===== config.mk =====
export PLATFORM = sky130hd
export DESIGN_NAME = ssap_port
export DESIGN_NICKNAME = d
export VERILOG_FILES = /design/src/logic/ssap_pkg.sv /design/src/logic/ssap_port.sv
export SDC_FILE = /design/constraint.sdc
export NUM_CORES = 1
export LEC_CHECK = 0
export ABC_AREA = 1
export BUFFER_PORTS_ARGS = -buffer_cell sky130_fd_sc_hd__buf_2
export CELL_PAD_IN_SITES_DETAIL_PLACEMENT = 1
export CELL_PAD_IN_SITES_GLOBAL_PLACEMENT = 1
export CORE_ASPECT_RATIO = 1.75
export CORE_UTILIZATION = 41
export CTS_CLUSTER_DIAMETER = 100
export DETAILED_ROUTE_END_ITERATION = 8
export GPL_TIMING_DRIVEN = 0
export PLACE_DENSITY = 0.88
export SETUP_SLACK_MARGIN = 0.15
export SYNTH_ARGS = -nofsm -noshare
export SYNTH_HDL_FRONTEND = slang
export SYNTH_SLANG_ARGS = --single-unit

===== constraint.sdc =====
create_clock -name clk -period 1.45 [get_ports clk]
set_input_delay 0 -clock clk [delete_from_list [all_inputs] [get_ports clk]]
set_output_delay 0 -clock clk [all_outputs]
set_load 0.005 [all_outputs]

===== src/logic/ssap_pkg.sv =====
/*
 * Shared constants and types of the serial sampling converter read-out port:
 * frame layout, bit indices, timing figures and the pin carrier struct.
 * Assumes a single 200 MHz system clock for all logic that uses it.
 */
package ssap_pkg;

	// System clock period
	localparam int CLK_PERIOD_NS = 5;

	// Power-up time from sleep; 1000 ns for the slow variant, 333 ns for the fast one
	localparam int WAKE_DELAY_NS = 1000;

	// Frame layout: two leading zeros, result MSB first, two trailing zeros
	localparam int RES_W = 12;
	localparam int LEAD_ZEROS = 2;
	localparam int TRAIL_ZEROS = 2;
	localparam int FRAME_W = LEAD_ZEROS + RES_W + TRAIL_ZEROS;
	localparam int CNT_W = 4;

	// Bit positions counted in shift clock falls since chip select fell
	localparam logic [CNT_W-1:0] FIRST_RES_IDX = 4'h2;
	localparam logic [CNT_W-1:0] DONE_IDX = 4'hD;
	localparam logic [CNT_W-1:0] LAST_IDX = 4'hF;
	localparam logic [CNT_W-1:0] SLEEP_IDX = 4'h2;

	// Reset values
	localparam logic [CNT_W-1:0] CNT_RST = 4'h0;
	localparam logic CS_N_RST = 1'b1;
	localparam logic SCK_RST = 1'b0;
	localparam logic POWERED_RST = 1'b1;

	// Serial output pin: level and output enable
	typedef struct packed {
		logic data;
		logic oe;
	} ssap_sdo_s;

	typedef enum logic [1:0] {
		SSAP_IDLE,
		SSAP_SHIFT,
		SSAP_DONE
	} ssap_state_e;

endpackage : ssap_pkg


===== src/logic/ssap_port.sv =====
/*
 * Serial read-out port of a 12-bit sampling converter, device side.
 * Chip select and shift clock arrive as pins from the host; both are
 * synchronised to clk and their edges are found here. The converter core
 * delivers a stable result on sample_code; it is captured when a frame starts.
 * The pad combines serial_data_out.data and serial_data_out.oe into the pin.
 */
// Functional notes
// - Chip select falling starts a conversion; low chip select frames the transfer.
// - Conversion steps on each shift clock fall during the frame.
// - Serial output changes only on shift clock falls (and the framing chip select fall).
// - Frame is two zeros, twelve result bits MSB first, two zeros.
// - Output goes high impedance after the last fall or when chip select rises.
// - After sleep the core needs the wake delay before results are valid.
// - Chip select fall presents the first zero; each later fall the next bit.
// - A frame may end after 14 or 16 shift clock cycles.
// - Sleep is entered and left only by serial line activity.
module ssap_port
	import ssap_pkg::*;
#(
	parameter int WAKE_NS = WAKE_DELAY_NS
) (
	input wire logic clk,
	input wire logic srst,
	input wire logic cs_n,
	input wire logic sck,
	input wire logic [RES_W-1:0] sample_code,
	output ssap_sdo_s serial_data_out,
	output logic sample_strobe,
	output logic conv_step,
	output logic conv_done,
	output logic [RES_W-1:0] result_code,
	output logic powered
);

	localparam int WAKE_CYC_I = (WAKE_NS + CLK_PERIOD_NS - 1) / CLK_PERIOD_NS;
	localparam int WAKE_CYC = (WAKE_CYC_I < 1) ? 1 : WAKE_CYC_I;
	localparam int WAKE_W = $clog2(WAKE_CYC + 1);
	localparam logic [WAKE_W-1:0] WAKE_LOAD = WAKE_CYC[WAKE_W-1:0];
	localparam logic [WAKE_W-1:0] WAKE_ONE = 1;
	localparam logic [WAKE_W-1:0] WAKE_ZERO = '0;

	// Elaboration check: the 4-bit fall counter only serves a 16-bit frame
	if (WAKE_NS < 1 || WAKE_NS > 100000 || FRAME_W != 16) begin : g_bad_param
		$error("ssap_port: unsupported parameter values");
	end

	logic cs_meta_r;
	logic cs_sync_r;
	logic cs_prev_r;
	logic sck_meta_r;
	logic sck_sync_r;
	logic sck_prev_r;
	logic cs_fall;
	logic cs_rise;
	logic sck_fall;
	ssap_state_e state_r;
	logic [FRAME_W-1:0] frame_r;
	logic [CNT_W-1:0] bit_cnt_r;
	logic [RES_W-1:0] code_r;
	logic oe_r;
	logic strobe_r;
	logic step_r;
	logic done_r;
	logic powered_r;
	logic valid_frame_r;
	logic [WAKE_W-1:0] wake_cnt_r;

	// Three flops on each pin; edge detection compares the second and third flops
	always_ff @(posedge clk) begin
		if (srst) begin
			cs_meta_r <= CS_N_RST;
			cs_sync_r <= CS_N_RST;
			cs_prev_r <= CS_N_RST;
			sck_meta_r <= SCK_RST;
			sck_sync_r <= SCK_RST;
			sck_prev_r <= SCK_RST;
		end else begin
			cs_meta_r <= cs_n;
			cs_sync_r <= cs_meta_r;
			cs_prev_r <= cs_sync_r;
			sck_meta_r <= sck;
			sck_sync_r <= sck_meta_r;
			sck_prev_r <= sck_sync_r;
		end
	end

	// Edges of the synchronised pins
	assign cs_fall = cs_prev_r & ~cs_sync_r;
	assign cs_rise = ~cs_prev_r & cs_sync_r;
	assign sck_fall = sck_prev_r & ~sck_sync_r & ~cs_sync_r;

	// Frame sequencer; chip select rise always wins and ends the frame.
	// A chip select fall can only be seen in idle, since high chip select forces idle first.
	always_ff @(posedge clk) begin
		if (srst) begin
			state_r <= SSAP_IDLE;
		end else if (cs_sync_r) begin
			state_r <= SSAP_IDLE;
		end else begin
			unique case (state_r)
				SSAP_IDLE: begin
					if (cs_fall) begin
						state_r <= SSAP_SHIFT;
					end
				end
				SSAP_SHIFT: begin
					if (sck_fall && bit_cnt_r == LAST_IDX) begin
						state_r <= SSAP_DONE;
					end
				end
				SSAP_DONE: begin
					state_r <= SSAP_DONE; // Hold until chip select rises
				end
			endcase
		end
	end

	// Shift register and fall counter
	always_ff @(posedge clk) begin
		if (srst) begin
			frame_r <= '0;
			bit_cnt_r <= CNT_RST;
			code_r <= '0;
		end else if (cs_fall) begin
			frame_r <= {{LEAD_ZEROS{1'b0}}, sample_code, {TRAIL_ZEROS{1'b0}}};
			bit_cnt_r <= CNT_RST;
			code_r <= sample_code;
		end else if (state_r == SSAP_SHIFT && sck_fall && bit_cnt_r != LAST_IDX) begin
			frame_r <= {frame_r[FRAME_W-2:0], 1'b0};
			bit_cnt_r <= bit_cnt_r + 4'h1;
		end
	end

	// Output enable: on at frame start, off after the 16th fall or at chip select rise
	always_ff @(posedge clk) begin
		if (srst) begin
			oe_r <= 1'b0;
		end else if (cs_sync_r) begin
			oe_r <= 1'b0;
		end else if (cs_fall) begin
			oe_r <= 1'b1;
		end else if (state_r == SSAP_SHIFT && sck_fall && bit_cnt_r == LAST_IDX) begin
			oe_r <= 1'b0;
		end
	end

	// Core strobes: sample at frame start, one step per fall, result after the 14th fall
	always_ff @(posedge clk) begin
		if (srst) begin
			strobe_r <= 1'b0;
			step_r <= 1'b0;
			done_r <= 1'b0;
		end else begin
			strobe_r <= cs_fall;
			step_r <= state_r == SSAP_SHIFT && sck_fall;
			done_r <= state_r == SSAP_SHIFT && sck_fall && bit_cnt_r == DONE_IDX
				&& valid_frame_r;
		end
	end

	// Sleep: a frame cut short before the second fall powers the core down.
	// The next chip select fall wakes it, but that frame's result is not valid.
	always_ff @(posedge clk) begin
		if (srst) begin
			powered_r <= POWERED_RST;
			valid_frame_r <= 1'b0;
			wake_cnt_r <= WAKE_ZERO;
		end else if (cs_rise && state_r == SSAP_SHIFT && bit_cnt_r < SLEEP_IDX) begin
			powered_r <= 1'b0;
			wake_cnt_r <= WAKE_ZERO;
		end else if (cs_fall && !powered_r && wake_cnt_r == WAKE_ZERO) begin
			wake_cnt_r <= WAKE_LOAD;
			valid_frame_r <= 1'b0;
		end else if (wake_cnt_r != WAKE_ZERO) begin
			wake_cnt_r <= wake_cnt_r - WAKE_ONE;
			powered_r <= wake_cnt_r == WAKE_ONE;
		end else if (cs_fall) begin
			valid_frame_r <= powered_r;
		end
	end

	// Result register updated with each completed conversion
	always_ff @(posedge clk) begin
		if (srst) begin
			result_code <= '0;
		end else if (state_r == SSAP_SHIFT && sck_fall && bit_cnt_r == DONE_IDX && valid_frame_r) begin
			result_code <= code_r;
		end
	end

	// One driver for the whole pin carrier
	assign serial_data_out = '{data: frame_r[FRAME_W-1], oe: oe_r};
	assign sample_strobe = strobe_r;
	assign conv_step = step_r;
	assign conv_done = done_r;
	assign powered = powered_r;
endmodule : ssap_port

---- Yosys cells after proc, flatten, opt, wreduce, memory -nomap -nowiden ----
Index checks and enable logic that the tools add are counted.
word-level totals
  register bits after elaboration ......... 64
  bits in read-only memories .............. 0
  memories ................................ 0
  output and inout port bits .............. 18
  bits of input ports ..................... 16
  memory bits (writable) .................. 0
  logic and storage cells ................. 82
  latch bits .............................. 0
cells by class
  add/sub/neg operators ................... 2
  div/mod/pow operators ................... 0
  equality and inequality tests ........... 10
  order comparisons ....................... 1
  bitwise operators ....................... 8
  shift-type cells ........................ 0
  multiplexer cells ....................... 15
  reduce and logical (&&, ||, !) cells .... 26
  multiply operators ...................... 0
operator list
  operator                                                     count
  2-to-1 mux 14 bit                                            2
  2-to-1 mux 8 bit                                             2
  logical AND 1 bit                                            10
  nonzero test 2 bit                                           5
  == test 4 bit (second input constant)                        2
  == test 8 x 1 -> 1 bit (second input constant)               1
  zero test 8 bit                                              1
  2-to-1 mux 1 bit                                             8
  inequality test 2 bit (second input constant)                4
  nonzero test 8 bit                                           1
  subtractor 8 x 1 -> 8 bit (second input constant)            1
  case mux 2 bit (3 select lines)                              1
  OR reduction 2 bit                                           3
  adder 4 x 1 -> 4 bit (second input constant)                 1
  bitwise AND 1 bit                                            4
  less-than comparator 4 x 2 -> 1 bit (second input constant)  1
  2-to-1 mux 2 bit                                             2
  inequality test 4 bit (second input constant)                1
  NOT 1 bit                                                    4
  AND reduction 2 bit                                          2
  AND reduction 3 bit                                          1
  OR reduction 3 bit                                           1
  == test 2 x 1 -> 1 bit (second input constant)               1
  == test 2 bit (second input constant)                        1
  2 further kinds                                              2

---- Depth between registers and ports, before layout ----
  word-level depth ........................ 7
  depth in mapped cells ................... 9
  depth with buffers taken out ............ 8

---- Worst setup path after synthesis ----
Ideal clock, no wire load.
  path kind ............................... register to register
  start ................................... register bit_cnt_r[0]
  end ..................................... register result_code[0]
  slack ................................... 0.226 ns
  setup time .............................. 0.116 ns
  data arrival time ....................... 1.108 ns
  period minus slack after synthesis ...... 1.224 ns
  cell stages (with the launch flop) ...... 8
  buffers on the path ..................... 1
  required time ........................... 1.334 ns
  path through ............................ dfxtp_1 ha_1 nand4_1 nor2_4 inv_2 buf_6 nor2_1 nor2_1
on the way
  longest elaborated chain between the ends .. 3
RTL lines
  what                            RTL line          source
  start: declaration              ssap_port.sv:59   logic [CNT_W-1:0] bit_cnt_r;
  start signal: assignment        ssap_port.sv:131  bit_cnt_r <= bit_cnt_r + 4'h1;
  == test 4 bit                   ssap_port.sv:187  end else if (state_r == SSAP_SHIFT && sck_fall && bit_cnt_r == DONE_IDX && valid_frame_r) begin
  logical AND 1 bit (2 in a row)  ssap_port.sv:187
  end signal: assignment          ssap_port.sv:188  result_code <= code_r;
  end: declaration                ssap_port.sv:32   output logic [RES_W-1:0] result_code,
Every way passes these cells.
A chain may end at the register's enable or synchronous reset.

---- Final worst setup path ----
  start ................................... register bit_cnt_r[1]
  end ..................................... register result_code[1]
Same word-level chain as after synthesis.

==> reports/results.md <==
- 0.781 — placer's final routability congestion estimate
- 0 — number of warnings printed during yosys synthesis
- 5120 um — total half-perimeter wirelength after legalization and detailed placement
- 0 — final slew viol count
- 0 — antenna violations before repair
- 9 — clock buffer count from CTS
- 5.48 — via count normalized by instance count
- 0.02 ns — setup slack of the most critical reg-to-reg path
- 0.00333 W — internal power
- 1300 um2 — area taken by flip-flops and latches
- srst — worst hold start
- result_code[1] — endpoint of the worst register-to-register path
- 2680 um2 — area of the mapped netlist
- input pin to flip-flop — worst min path class
- cs_prev_r — destination of the worst hold path
- 34 — IO Pins
- 0.07 ns — clock slew seen by the registers of the worst setup and hold paths
- 2 — CTS Buffer Depth
- 0 — global-route congestion overflow total
- 26.8% — overall routing resource usage
- 31.6% — layout cells sized above 1
- 0.617 mV — VDD IR-drop max
- 0.00163 W — Switching Power
- flip-flop — Worst setup EP type
- 0 — final count of hold timing violations
- 64 — Yosys reg bits
- 8 — cell depth of the worst flop-to-flop path
- 451 — number of nets in the layout
- 0.0130 ns — Final Skew
- 6230 um2 — core region area
- 32 — number of I/O port buffers
- 1340 nW/um2 — Pwr per Cell Area
- 0.36 ns — critical path's largest stage delay
- 11 — pin count of the biggest net entering global routing
- 64 — sink count of the clock tree
- 1.60 nW — Leak Pwr
- 10200 um — total routed wirelength
- 0.0224 ns — worst-case setup margin in the final layout
- built — clock tree from TritonCTS
- 34.1% — Clock Power Share
- complete, no violations — outcome
- 38.0% — area overhead of the layout relative to synthesis
- 0.0290 ns — final-layout worst hold slack
- 24 — unique cell type count in the Yosys netlist
- 40.2% — Seq pwr share
- flip-flop to flip-flop — worst setup path category
- 128 — First DRT Iteration DRCs
- 4 — first drt pass iteration count
- 0 — Detail Route Antenna Nets
- 0.36 ns — clock latency at the later pin of the worst-skew pair
- -0.0445 ns — worst-case setup slack after placement
- 3 — cell depth of the worst min-delay path
- 0 — final routed DRC violation total
- 42.9% — Initial Util
- 1.67 ns — signal arrival time at the worst endpoint
- 7.51 um2 — Syn Area/Cell
- 109 um — Die Y
- 3 — Max H-tree Level
- 1.43 ns — final worst path period need
- 47.9% — post-synthesis sequential area ratio
- 32.8% — switching part of the total
- 13800 um — first-pass GRT wire length
- 6860 um2 — die area
- 2812 — total number of vias
- 98.5% — fin crit share
- inv_4, ha_4, nand4_1, nor2_4, inv_4, buf_6, nor2_2, nor2_1 — ordered cell list for the critical path
- 0.558 ns — transition time at the pin with the least slew margin
- 2975 — via count of the first global-routing pass
- 0.700 GHz — max frequency
- flip-flop — crit start category
- 63.1 um — die outline width
- 19.8 um — post-detailed-route wirelength per cell
- 25.7% — combinational fraction of design power
- 0 — count of inserted antenna diode cells
- 1350 um2 — area of the multi-input gates
- 742 — filler instances
- bit_cnt_r[1] — reg2reg start
- sky130_fd_sc_hd__clkbuf_8 — buffer cell driving the clock tree root
- 1.69 ns — critical path data required time
- 38 — row cnt
- 379 — synthesized netlist net count
- 0 — final number of setup-violating endpoints
- 0 — number of max-cap violations
- sky130_fd_sc_hd__inv_4 — Most Frequent Cell on Critical Path
- 5 — crit path max fanout
- 356 — synthesized instance count
- true — RSZ-0062 raised after global routing
- 62.8% — Slew Limit Headroom
- sky130_fd_sc_hd__dfxtp_4 — cell with the largest stage delay on the worst path
==> critical path, delay by kind of cell (launching register included) <==
kind	cells	cell delay, ns
buffers and inverters	3	0.28
flip-flops	1	0.36
AND/OR/NAND/NOR	4	0.55
adder cells (fa/ha/maj)	1	0.11
==> stage by stage <==
step	TNS (ns)	utilization, %	cell area (um2)	instances	power [W]
after floorplan	0	-	2680	356	0.00261
after global placement	-0.00102	47.1	2940	468	0.00277
after detailed placement	-0.0461	47.1	2940	468	0.00283
after CTS	0	56.4	3510	508	0.00458
after global routing	-0.127	59.3	3690	513	0.00513
final	0	59.3	3690	513	0.00496
==> power by group through the flow <==
| stage | Clock, W | Combinational [W] | Sequential [W] |
|---|---|---|---|
| 2_1_floorplan | 0 | 0.000633 | 0.00197 |
| 5_1_grt | 0.00178 | 0.00135 | 0.00200 |
| 3_3_place_gp | 0 | 0.000789 | 0.00198 |
| 3_5_place_dp | 0 | 0.000837 | 0.00199 |
| 4_1_cts | 0.00168 | 0.000937 | 0.00196 |
| 6_report | 0.00169 | 0.00127 | 0.00199 |
==> cells in the final DEF, fill, tap and decap left out, types with 2 or more instances in the layout <==
| cell type | instances |
|---|---|
| sky130_fd_sc_hd__nand3_2 | 2 |
| sky130_fd_sc_hd__buf_2 | 33 |
| sky130_fd_sc_hd__buf_4 | 14 |
| sky130_fd_sc_hd__inv_4 | 3 |
| sky130_fd_sc_hd__a21oi_1 | 24 |
| sky130_fd_sc_hd__buf_8 | 4 |
| sky130_fd_sc_hd__dfxtp_4 | 4 |
| sky130_fd_sc_hd__nand2_2 | 6 |
| sky130_fd_sc_hd__xor2_1 | 4 |
| sky130_fd_sc_hd__dfxtp_2 | 4 |
| sky130_fd_sc_hd__dlygate4sd3_1 | 16 |
| sky130_fd_sc_hd__nor2_4 | 11 |
| sky130_fd_sc_hd__nand3_4 | 3 |
| sky130_fd_sc_hd__clkbuf_8 | 13 |
| sky130_fd_sc_hd__dfxtp_1 | 56 |
| sky130_fd_sc_hd__ha_1 | 3 |
| sky130_fd_sc_hd__nand2_1 | 69 |
| sky130_fd_sc_hd__ha_4 | 3 |
| sky130_fd_sc_hd__or2_2 | 3 |
| sky130_fd_sc_hd__nor2_2 | 8 |
| sky130_fd_sc_hd__nand4_1 | 2 |
| sky130_fd_sc_hd__nor2_1 | 42 |
| sky130_fd_sc_hd__o21ai_0 | 24 |
| sky130_fd_sc_hd__o21ai_1 | 6 |
| sky130_fd_sc_hd__buf_6 | 7 |
| sky130_fd_sc_hd__inv_1 | 24 |
| sky130_fd_sc_hd__nor3_1 | 2 |
| sky130_fd_sc_hd__nand3_1 | 19 |
| sky130_fd_sc_hd__o21ai_2 | 2 |
| sky130_fd_sc_hd__a21oi_2 | 4 |
| sky130_fd_sc_hd__inv_2 | 8 |
| sky130_fd_sc_hd__clkbuf_1 | 3 |
==> timing repair <==
action                                 CTS  global route
pin swaps                               12            11
gates cloned                             2             0
hold buffers                            16             0
buffers inserted                         6             5
resized for setup                       45            45
endpoints found under the hold margin   18             0
setup endpoints to repair               42            47
==> kinds of logic (layout without fill, tap and decap cells) <==
family                     after synthesis  after routing  share of synthesized area [%]
and+or+nand+nor                        169            169                           26.4
DFF                                     64             64                           47.9
AOI/OAI and AO/OA                       60             60                           11.2
buffers and inverters                   51            128                           9.59
adders and majority gates                7              7                           3.27
xor gates and xnor gates                 5              5                           1.64
==> area by class of cell <==
type | count | area share [%]
Buffer | 16 | 4.20
Timing Repair Buffer | 61 | 11.5
Clock buffer | 14 | 4.95
Inverter | 35 | 3.76
Clock inverter | 2 | 0.949
Multi-Input combinational cell | 241 | 36.6
Tap cell | 80 | 2.71
Sequential cell | 64 | 35.3
==> cells in the mapped netlist (all sizes together) <==
library cell   n  area (um2)
buf           14         118
xor2           4        35.0
ha             7        87.6
dfxtp         64        1280
o21ai         32         160
a21oi         28         140
nand2         76         290
nand3         24         125
nor2          61         244
inv           35         131
or2            3        18.8
xnor2          1        8.76
nor3           3        15.0
clkbuf         2        7.51
nand4          2        12.5
==> flip-flops by register name (all words and copies together) (netlist names), 2 cells and up <==
signal / count
wake_cnt_r: 8
code_r: 12
frame_r: 14
bit_cnt_r: 4
state_r: 2
result_code: 12
==> worst max path at each step <==
stage	start	end	slack, ns	cells after the start
6_report	bit_cnt_r[1]	result_code[1]	0.02	8
5_1_grt	bit_cnt_r[1]	result_code[7]	-0.06	7
4_1_cts	sck_sync_r	result_code[3]	0.11	9
3_5_place_dp	bit_cnt_r[0]	frame_r[14]	-0.04	6
3_3_place_gp	bit_cnt_r[0]	frame_r[14]	-0.001	6
2_1_floorplan	bit_cnt_r[0]	result_code[0]	0.23	7
==> layer usage <==
| layer | GRT usage [%] | share of wire, % | wire length [um] |
|---|---|---|---|
| met1 | 25.4 | 37 | 3710 |
| met2 | 49.2 | 55 | 5570 |
| met3 | 6.69 | 3.4 | 346 |
| met4 | 19.6 | 5.3 | 534 |
| met5 | 0 | 0 | 0 |
Power figures use the tool's default switching activity.
